===== src/inc/prox_cfg_pkg.sv =====
// Package for the proximity diode pair offset and selection configuration
package prox_cfg_pkg;

   // Register addresses on the serial register port
   localparam logic [7:0] SW_OFFSET_ADDR  = 8'h9e;
   localparam logic [7:0] SEL_CONFIG_ADDR = 8'h9f;

   // Reset values (none documented; zero keeps all diodes in, no offset)
   localparam logic [7:0] SW_OFFSET_RESET = 8'h00;
   localparam logic [7:0] SEL_RESET       = 8'h00;
   localparam logic [7:0] READ_UNMAPPED   = 8'h00;

   // Offset field: sign bit on top, seven magnitude bits below
   localparam int         OFS_SIGN_BIT = 7;
   localparam int         OFS_MAG_W    = 7;

   // Each diode delivers half of a pair's full-scale signal
   localparam int         DIODE_W       = 7;
   localparam int         CALC_W        = 11;
   localparam logic [7:0] HALF_LIMIT    = 8'h7f;
   localparam logic [7:0] FULL_LIMIT    = 8'hff;
   localparam int         PAIR_COUNT    = 2;
   localparam int         PAIR_NE       = 0;
   localparam int         PAIR_SW       = 1;

   // Photodiode selection register layout, bit 7 down to bit 0
   typedef struct packed {
      logic [1:0] rsvd;
      logic       pair_gain_comp_en;
      logic       sleep_after_irq_en;
      logic       mask_north_diode;
      logic       mask_south_diode;
      logic       mask_west_diode;
      logic       mask_east_diode;
   } sel_cfg_s;

   localparam logic [1:0] RSVD_ZERO = 2'h0;

   // Raw diode levels from the front end
   typedef struct packed {
      logic [DIODE_W-1:0] north;
      logic [DIODE_W-1:0] south;
      logic [DIODE_W-1:0] west;
      logic [DIODE_W-1:0] east;
   } diode_set_s;

   // Per-pair corrected signals toward the proximity converter
   typedef struct packed {
      logic [7:0] ne;
      logic [7:0] sw;
   } pair_out_s;

   typedef enum logic {
      PWR_ACTIVE,
      PWR_SLEEP
   } power_e;

endpackage


===== src/hw/prox_pair_config.sv =====
// Proximity pair configuration: offset and photodiode selection registers with pair signal path
// Overview of operation
// South and west diodes are summed into one pair whose signal feeds proximity.
// North and east diodes form a second, separate pair.
// The 8-bit south/west offset setting sets a crosstalk correction on that pair.
// The offset is sign/magnitude: top bit sign, seven magnitude bits, range +127 to -127.
// Software selects through the selection register which diodes take part in proximity.
// Software writes zero to the two reserved top bits of the selection register.
// With one diode of a pair contributing and no compensation, the result stops at 127.
// Gain compensation in bit 5 doubles a half-pair signal so the result can reach 255.
// Software should turn on compensation whenever masking leaves a single diode in a pair.
// Mask bits north 3, south 2, west 1, east 0 each drop their diode when set.
// Sleep-after-interrupt in bit 4 enters low power while the interrupt line is up, resuming once cleared.
module prox_pair_config (
   // Clock and reset
   input  wire logic                    core_clk,
   input  wire logic                    rst_n,
   // Serial register port
   input  wire logic [7:0]              reg_addr,
   input  wire logic [7:0]              reg_wdata,
   input  wire logic                    reg_wr,
   input  wire logic                    reg_rd,
   output logic      [7:0]              reg_rdata,
   // Front end and neighbour registers
   input  wire prox_cfg_pkg::diode_set_s diodes,
   input  wire logic [7:0]              ne_pair_offset,
   input  wire logic                    irq_pin,
   // Results
   output prox_cfg_pkg::pair_out_s      pair_signal,
   output logic                         low_power
);

   typedef struct packed {
      logic [7:0]              sw_offset;
      prox_cfg_pkg::sel_cfg_s  sel;
      logic [7:0]              rdata;
      prox_cfg_pkg::pair_out_s pairs;
      prox_cfg_pkg::power_e    power;
   } core_state_s;

   core_state_s st;
   core_state_s next_st;

   logic [prox_cfg_pkg::DIODE_W-1:0] pair_a    [prox_cfg_pkg::PAIR_COUNT];
   logic [prox_cfg_pkg::DIODE_W-1:0] pair_b    [prox_cfg_pkg::PAIR_COUNT];
   logic                             pair_ma   [prox_cfg_pkg::PAIR_COUNT];
   logic                             pair_mb   [prox_cfg_pkg::PAIR_COUNT];
   logic [7:0]                       pair_ofs  [prox_cfg_pkg::PAIR_COUNT];
   logic [7:0]                       pair_res  [prox_cfg_pkg::PAIR_COUNT];
   logic                             pair_one  [prox_cfg_pkg::PAIR_COUNT];

   // Pair wiring: north with east, south with west
   always_comb begin
      pair_a[prox_cfg_pkg::PAIR_NE]   = diodes.north;
      pair_b[prox_cfg_pkg::PAIR_NE]   = diodes.east;
      pair_ma[prox_cfg_pkg::PAIR_NE]  = st.sel.mask_north_diode;
      pair_mb[prox_cfg_pkg::PAIR_NE]  = st.sel.mask_east_diode;
      pair_ofs[prox_cfg_pkg::PAIR_NE] = ne_pair_offset;
      pair_a[prox_cfg_pkg::PAIR_SW]   = diodes.south;
      pair_b[prox_cfg_pkg::PAIR_SW]   = diodes.west;
      pair_ma[prox_cfg_pkg::PAIR_SW]  = st.sel.mask_south_diode;
      pair_mb[prox_cfg_pkg::PAIR_SW]  = st.sel.mask_west_diode;
      pair_ofs[prox_cfg_pkg::PAIR_SW] = st.sw_offset;
   end

   for (genvar p = 0; p < prox_cfg_pkg::PAIR_COUNT; p++) begin : g_pair
      diode_pair_calc u_calc (
         .diode_a      (pair_a[p]),
         .diode_b      (pair_b[p]),
         .mask_a       (pair_ma[p]),
         .mask_b       (pair_mb[p]),
         .offset       (pair_ofs[p]),
         .gain_comp    (st.sel.pair_gain_comp_en),
         .result       (pair_res[p]),
         .single_diode (pair_one[p])
      );
   end

   always_comb begin
      next_st = st;
      // Register writes; reserved bits are dropped so they always read zero
      if (reg_wr && reg_addr == prox_cfg_pkg::SW_OFFSET_ADDR) begin
         next_st.sw_offset = reg_wdata;
      end
      if (reg_wr && reg_addr == prox_cfg_pkg::SEL_CONFIG_ADDR) begin
         next_st.sel      = prox_cfg_pkg::sel_cfg_s'(reg_wdata);
         next_st.sel.rsvd = prox_cfg_pkg::RSVD_ZERO;
      end
      // Reads return the value held before a same-cycle write
      if (reg_rd) begin
         unique case (reg_addr)
            prox_cfg_pkg::SW_OFFSET_ADDR:  next_st.rdata = st.sw_offset;
            prox_cfg_pkg::SEL_CONFIG_ADDR: next_st.rdata = st.sel;
            default:                       next_st.rdata = prox_cfg_pkg::READ_UNMAPPED;
         endcase
      end
      next_st.pairs.ne = pair_res[prox_cfg_pkg::PAIR_NE];
      next_st.pairs.sw = pair_res[prox_cfg_pkg::PAIR_SW];
      // Sleep holds only while the line is up, so a host clear always wakes us
      unique case (st.power)
         prox_cfg_pkg::PWR_ACTIVE: begin
            if (st.sel.sleep_after_irq_en && irq_pin) begin
               next_st.power = prox_cfg_pkg::PWR_SLEEP;
            end
         end
         prox_cfg_pkg::PWR_SLEEP: begin
            if (!irq_pin) begin
               next_st.power = prox_cfg_pkg::PWR_ACTIVE;
            end
         end
      endcase
   end

   always_ff @(posedge core_clk) begin
      if (!rst_n) begin
         st.sw_offset <= prox_cfg_pkg::SW_OFFSET_RESET;
         st.sel       <= prox_cfg_pkg::sel_cfg_s'(prox_cfg_pkg::SEL_RESET);
         st.rdata     <= prox_cfg_pkg::READ_UNMAPPED;
         st.pairs     <= '0;
         st.power     <= prox_cfg_pkg::PWR_ACTIVE;
      end else begin
         st <= next_st;
      end
   end

   assign reg_rdata   = st.rdata;
   assign pair_signal = st.pairs;
   assign low_power   = (st.power == prox_cfg_pkg::PWR_SLEEP);
endmodule // prox_pair_config


===== src/hw/diode_pair_calc.sv =====
// Combinational signal path of one photodiode pair: masking, offset, gain, limit
module diode_pair_calc (
   // Diodes of the pair
   input  wire logic [prox_cfg_pkg::DIODE_W-1:0] diode_a,
   input  wire logic [prox_cfg_pkg::DIODE_W-1:0] diode_b,
   input  wire logic                             mask_a,
   input  wire logic                             mask_b,
   // Settings
   input  wire logic [7:0]                       offset,
   input  wire logic                             gain_comp,
   // Result
   output logic      [7:0]                       result,
   output logic                                  single_diode
);

   localparam int CW = prox_cfg_pkg::CALC_W;

   logic        [CW-1:0] sum;
   logic        [CW-1:0] mag;
   logic signed [CW-1:0] corr;
   logic signed [CW-1:0] scaled;
   logic        [7:0]    limit;

   always_comb begin
      sum = CW'(mask_a ? '0 : diode_a) + CW'(mask_b ? '0 : diode_b);
      mag = CW'(offset[prox_cfg_pkg::OFS_MAG_W-1:0]);
      // Negative offset adds back, positive one removes crosstalk
      corr = offset[prox_cfg_pkg::OFS_SIGN_BIT] ? $signed(sum + mag) : $signed(sum - mag);
      single_diode = mask_a ^ mask_b;
      scaled = (gain_comp && single_diode) ? (corr <<< 1) : corr;
      // Without compensation a half pair can only reach half scale
      limit = (single_diode && !gain_comp) ? prox_cfg_pkg::HALF_LIMIT : prox_cfg_pkg::FULL_LIMIT;
      if (scaled < 0) begin
         result = '0;
      end else if (scaled > $signed(CW'(limit))) begin
         result = limit;
      end else begin
         result = scaled[7:0];
      end
   end

endmodule // diode_pair_calc


===== config.mk =====
export PLATFORM = sky130hd
export DESIGN_NAME = prox_pair_config
export DESIGN_NICKNAME = d
export VERILOG_FILES = /design/src/inc/prox_cfg_pkg.sv /design/src/hw/prox_pair_config.sv /design/src/hw/diode_pair_calc.sv
export SDC_FILE = /design/constraint.sdc
export NUM_CORES = 1
export LEC_CHECK = 0
export BUFFER_PORTS_ARGS = -buffer_cell sky130_fd_sc_hd__buf_2
export CAP_MARGIN = 10
export CORE_ASPECT_RATIO = 0.75
export CORE_MARGIN = 2
export CORE_UTILIZATION = 57
export DETAILED_ROUTE_END_ITERATION = 10
export HOLD_SLACK_MARGIN = 0.03
export PLACE_DENSITY_LB_ADDON = 0.25
export SLEW_MARGIN = 25
export SYNTH_ARGS = -nofsm -noshare
export SYNTH_HDL_FRONTEND = slang
export SYNTH_HIERARCHICAL = 1
export SYNTH_SLANG_ARGS = --single-unit

===== constraint.sdc =====
create_clock -name core_clk -period 6.15 [get_ports core_clk]
set_input_delay 0.3075 -clock core_clk [delete_from_list [all_inputs] [get_ports core_clk]]
set_output_delay 0.3075 -clock core_clk [all_outputs]
set_load 0.005 [all_outputs]

# Yosys cells after proc, flatten, opt, wreduce, memory -nomap -nowiden
# Cells that the tools add are included.
[word_totals]
latch_bits = 0
word_cells = 53
mem_bits_ro = 0
input_bits = 57
ff_bits = 39
memories = 0
ramBits = 0
[classes]
add_sub_neg = 6
n_eq_ne = 2
div = 0
bitwise_logic = 4
n_mul = 0
n_shift = 0
mux = 16
reduce_logical = 10
magnitude_cmp = 4
[ops]
columns = ["cell", "count"]
rows = [
  ["$mux 11", 4],
  ["$mux 8", 4],
  ["$mux 7", 4],
  ["$add 11x11->11", 2],
  ["$add 11x7->11", 2],
  ["$gt 11x9->1", 2],
  ["$lt 11x1->1 const B", 2],
  ["$sub 11x7->11", 2],
  ["$eq 8x8->1 const B", 2],
  ["$pmux 8 s2", 1],
  ["$logic_and 1x1->1", 7],
  ["$reduce_or 2->1", 2],
  ["$mux 1", 2],
  ["$not 1->1", 2],
  ["$pmux 1 s2", 1],
  ["$xor 1x1->1", 2],
  ["$logic_not 1->1", 1],
]

# Longest topological paths before layout
[depth]
ltp_word = 7
ltp_mapped = 24

# Modules after synthesis
# The synthesis kept the hierarchy.
[modules_own_cells]
columns = ["module", "cells_each", "n_inst", "area_per_inst_um2", "seq_area_each_um2"]
rows = [
  ["prox_pair_config", 163, 1, 1654.1, 780.7],
  ["diode_pair_calc (g_pair[0].u_calc)", 188, 1, 1388.8, 0.0],
  ["diode_pair_calc (g_pair[1].u_calc)", 191, 1, 1365.1, 0.0],
]

# Least setup slack after synthesis
# OpenSTA, ideal clock, no wires.
[synth_path]
kind = "reg2reg"
from = "register st (netlist bit pair_ma[0])"
to = "register st (netlist bit pair_signal[7])"
synth_period_minus_slack_ps = 4627
required_ps = 6035
path_buffers = 1
slack_ps = 1523
path_stages_with_launch = 21
setup_ps = 115
arrival_time_ps = 4512
path_cell_list = "dfxtp_1 > nand2b_1 > inv_1 > ha_1 > a21oi_1 > nor2_1 > a211o_1 > xor2_1 > ha_1 > clkbuf_1 > and3b_1 > mux2_2 > nor3_1 > mux2i_1 > ha_1 > nand2_1 > nor4_1 > a41oi_1 > a221oi_4 > mux2_4 > and2_1"
[synth_between]
elab_chain_len = 7
word_cells_on_any_way = 14
classes_between = "add/sub (3); order compare (2); mux (5); bitwise (1); reduce/logical (3)"
[synth_lines]
columns = ["element", "line_no", "text"]
rows = [
  ["from (decl)", "prox_pair_config.sv:41", "core_state_s st;"],
  ["from (signal assigned)", "prox_pair_config.sv:122", "st <= next_st;"],
  ["$mux 7", "diode_pair_calc.sv:25", "sum = CW'(mask_a ? '0 : diode_a) + CW'(mask_b ? '0 : diode_b);"],
  ["$add 11x11->11", "diode_pair_calc.sv:25", ""],
  ["$sub 11x7->11 or $add 11x7->11 (tied branches)", "diode_pair_calc.sv:28", "corr = offset[prox_cfg_pkg::OFS_SIGN_BIT] ? $signed(sum + mag) : $signed(sum - mag);"],
  ["$mux 11", "diode_pair_calc.sv:28", ""],
  ["$mux 11", "diode_pair_calc.sv:30", "scaled = (gain_comp && single_diode) ? (corr <<< 1) : corr;"],
  ["$gt 11x9->1 or $lt 11x1->1 (tied branches)", "diode_pair_calc.sv:35, diode_pair_calc.sv:33", ""],
  ["$mux 8 or $reduce_or 2->1 (tied branches)", "n/a", ""],
]
# Parallel ways exist; a longest one is shown, timed or not.
# A chain may end at the register's enable or synchronous reset.

# Worst setup path after layout
[layout_path]
from = "register st (netlist bit pair_mb[0])"
to = "register st (netlist bit pair_signal[7])"
# Same word-level chain as after synthesis.

==> metrics.yaml <==
layout:
  syn2layout_area_growth_pct: 7.61
  final-seq-area_um2: 781
  leading_cell_types_in_the_layout_fill_and_taps_excluded: "sky130_fd_sc_hd__buf_2 (81), sky130_fd_sc_hd__nand2_1 (48), sky130_fd_sc_hd__ha_1 (48)"
  multi_input_comb_area_um2: 3160
  finish.net_count: 696
  fill_cells: 687
  finish.utilization: 0.638
  share_of_post_route_cells_with_drive_strength_above_1: 0.198
  insertedDiodeCount: 0
  final_common_cell: "sky130_fd_sc_hd__buf_2"
yosys:
  synth_sequential_area_ratio: 0.177
  number_of_synthesized_flops_with_an_enable_pin: 0
  synth-warning-count: 6
  synth.area.top_cells: "sky130_fd_sc_hd__dfxtp_1 (18%), sky130_fd_sc_hd__ha_1 (14%), sky130_fd_sc_hd__mux2i_1 (5.2%)"
  post_synth_instance_area_um2: 4410
  synth_ff_type: "sky130_fd_sc_hd__dfxtp_1"
  synth_top_area_cell: "sky130_fd_sc_hd__dfxtp_1"
  syn_inst: 542
  synth.lib_cells_used.distinct: 67
  share_of_the_synthesized_area_in_the_top_cell_type: 0.177
  asyncSetResetFlopFracSynth: 0
  syn_area_per_cell_um2: 8.13
  synth-seq-cells: 39
  net_count_after_synthesis: 653
worst_setup_path:
  crit_path_end_kind: "flip-flop"
  worst-setup-path-type: "flip-flop to flip-flop"
  timing.critical_path.required_ps: 6330
  critPathSlowestCell: "sky130_fd_sc_hd__dfxtp_1"
  worstPathMaxFanout: 10
  cp-start-kind: "flip-flop"
  cp_slowest_stage_delay_ps: 410
  critical_path_buf_inv_count: 1
  crit_path_dat_ps: 5430
  cpLargestDelayFamily: "simple AND/OR/NAND/NOR gates"
  timing.critical_path.cells: "nor2b_1 > ha_1 > inv_1 > fa_1 > nor2b_1 > o21ai_0 > nand2b_1 > a21o_1 > a21oi_1 > xnor2_1 > ha_1 > and3b_1 > o21ai_0 > o311ai_0 > nor3_1 > mux2i_1 > ha_1 > nand2_1 > nor4_1 > a41oi_1 > a221oi_4 > mux2_4 > and2_1"
  crit_top_cell: "sky130_fd_sc_hd__ha_1"
power_and_ir_drop:
  net_switching_power_uw: 388
  p_int_uw: 658
  power-per-cell-area_nw_per_um2: 220
  clock_power_share: 0.210
  p_sw_frac: 0.371
  power_frac_comb: 0.516
  sequentialPowerShare: 0.274
  worst_ir_drop_vdd_v: 0.000145
  leakage_nw: 2.20
route:
  detailed_routing_iterations_pass_1: 5
  antenna_left: 0
  drcViolationCount: 0
  routed_via_count_divided_by_cell_count: 5.47
  first_iter_violations: 237
  vias: 3760
  finalWirelength_mm: 9.75
  wl_per_cell_um: 14.2
clock_tree:
  clock_tree.root_cell: "sky130_fd_sc_hd__clkbuf_8"
  cts_htree_levels: 2
  holdBufCountCts: 0
  number_of_instances_resized_during_post_cts_repair: 0
  tritoncts: "done"
  cts-buffers-inserted: 5
  clock_sink_count: 39
  insertion_delay_ps: 290
  cts.reportedPaths.clkPinSlew_ps: 80
  post-cts-setup-buffer-count: 0
  clk_path_buf_depth: 2
die:
  floorplan.initialDensity: 0.593
  die-area_um2: 8460
  core_region_area_um2: 7430
  die_extent_in_y_um: 80.2
  dieWidth_um: 106
  top_level_port_count: 82
  std_cell_rows: 27
grt:
  maximum_number_of_pins_on_one_net_before_global_route_repair: 48
  grt-busiest-layer: "met2"
  grt_antenna_before_repair: 0
  grt.met1_usage: 0.343
  first_global_vias: 3538
  groute.layer.met2.usage: 0.377
  met3_usage: 0.0438
  gr-total-overflow: 0
  grt_pass1_wl_mm: 16.4
  gr-usage-all-layers: 0.236
placement:
  dp.final_hpwl_mm: 7.92
  gp_congestion: 0.845
  numPortBuffers: 81
timing:
  tightest_slew_ps: 832
  hold_viol_final: 0
  finalCriticalPeriod_ps: 5250
  setup_viol_count_final: 0
  fmax_ghz: 0.190
  setup-tns-final_ps: 0
  worst_slew_margin: 0.445
  unrepaired_setup_endpoints_after_global_routing: "false"
  drv_slew: 0
  fin_skew_ps: 8.15
  whs_ps: 248
  layout_worst_path_cycle_share: 0.854
run:
  max-cap-violations: 0
run_status:
  status: "complete, no violations"
hold_path:
  min-delay-path-class: "input pin to flip-flop"
through the flow:
step	instance area [µm²]	cells	setup WS [ps]	power (mW)
2_1_floorplan	4410	542	1520	0.737
3_3_place_gp	4630	679	1070	0.810
3_5_place_dp	4630	679	920	0.823
4_1_cts	4740	687	908	1.04
5_1_grt	4740	687	482	1.13
6_report	4740	687	898	1.05
registers in the layout (all words and copies together) (netlist names):
| name | cells |
|---|---|
| pair_ma | 2 |
| st | 2 |
| pair_mb | 2 |
| pair_ofs | 8 |
| reg_rdata | 8 |
| pair_signal | 16 |
| low_power | 1 |
layout make-up:
cell class | count | share of cell area
multi-input combinational | 418 | 0.667
sequential | 39 | 0.165
timing repair buffer | 81 | 0.0855
inverter | 40 | 0.0317
tap | 101 | 0.0266
clock buffer | 6 | 0.0174
clock inverter | 2 | 0.00739
cell families after synthesis:
kind of cell,Yosys count,synth area share
muxes,33,0.0795
AOI/OAI and AO/OA,115,0.189
and+or+nand+nor,193,0.240
adders and majority gates,54,0.163
xor gates and xnor gates,23,0.0457
buffers and inverters,85,0.105
DFF,39,0.177
synthesized netlist by cell type (3+ instances only):
| master | instances |
|---|---|
| sky130_fd_sc_hd__a21o_1 | 4 |
| sky130_fd_sc_hd__ha_1 | 48 |
| sky130_fd_sc_hd__nand4_1 | 9 |
| sky130_fd_sc_hd__a21boi_0 | 8 |
| sky130_fd_sc_hd__fa_1 | 6 |
| sky130_fd_sc_hd__nor3_1 | 4 |
| sky130_fd_sc_hd__and2_1 | 20 |
| sky130_fd_sc_hd__xor2_1 | 9 |
| sky130_fd_sc_hd__mux2i_1 | 23 |
| sky130_fd_sc_hd__a31oi_1 | 4 |
| sky130_fd_sc_hd__buf_2 | 5 |
| sky130_fd_sc_hd__o211ai_1 | 3 |
| sky130_fd_sc_hd__inv_1 | 39 |
| sky130_fd_sc_hd__o21ai_0 | 20 |
| sky130_fd_sc_hd__o21bai_1 | 5 |
| sky130_fd_sc_hd__a2111oi_0 | 3 |
| sky130_fd_sc_hd__dfxtp_1 | 39 |
| sky130_fd_sc_hd__nor2b_1 | 36 |
| sky130_fd_sc_hd__nor4_1 | 3 |
| sky130_fd_sc_hd__a21oi_1 | 38 |
| sky130_fd_sc_hd__xnor2_1 | 14 |
| sky130_fd_sc_hd__clkbuf_1 | 8 |
| sky130_fd_sc_hd__nor2_1 | 25 |
| sky130_fd_sc_hd__mux2_2 | 8 |
| sky130_fd_sc_hd__nand2b_1 | 18 |
| sky130_fd_sc_hd__nand3_1 | 7 |
| sky130_fd_sc_hd__buf_6 | 5 |
| sky130_fd_sc_hd__a211o_1 | 3 |
| sky130_fd_sc_hd__o31a_1 | 4 |
| sky130_fd_sc_hd__nand2_1 | 48 |
| sky130_fd_sc_hd__buf_4 | 27 |
final timing paths:
| check | depth (start not counted) | start | end | slack (ps) |
|---|---|---|---|---|
| worst max-delay path | 23 | pair_mb[0]$_SDFFE_PN0P_ | pair_signal[7]$_SDFF_PN0_ | 900 |
| worst min-delay path | 2 | irq_pin | low_power$_SDFF_PN0_ | 250 |
| worst max register to register | 23 | pair_mb[0]$_SDFFE_PN0P_ | pair_signal[7]$_SDFF_PN0_ | 900 |
| worst min register to register | 1 | low_power$_SDFF_PN0_ | low_power$_SDFF_PN0_ | 480 |
power by group through the flow:
stage               Clock, mW  Combinational, mW  Sequential (mW)
finish                  0.220              0.540            0.286
global route            0.236              0.605            0.288
CTS                     0.222              0.534            0.287
detailed placement          0              0.530            0.293
global placement            0              0.518            0.292
floorplan                   0              0.445            0.292
metal layers:
| metal | vias to the layer above | wire length, µm |
|---|---|---|
| met3 | 4 | 502 |
| li1 | 1935 | - |
| met1 | 1725 | 5130 |
| met4 | 0 | 19 |
| met2 | 96 | 4100 |
| met5 | - | 0 |
(Power assumes the default switching activity.)
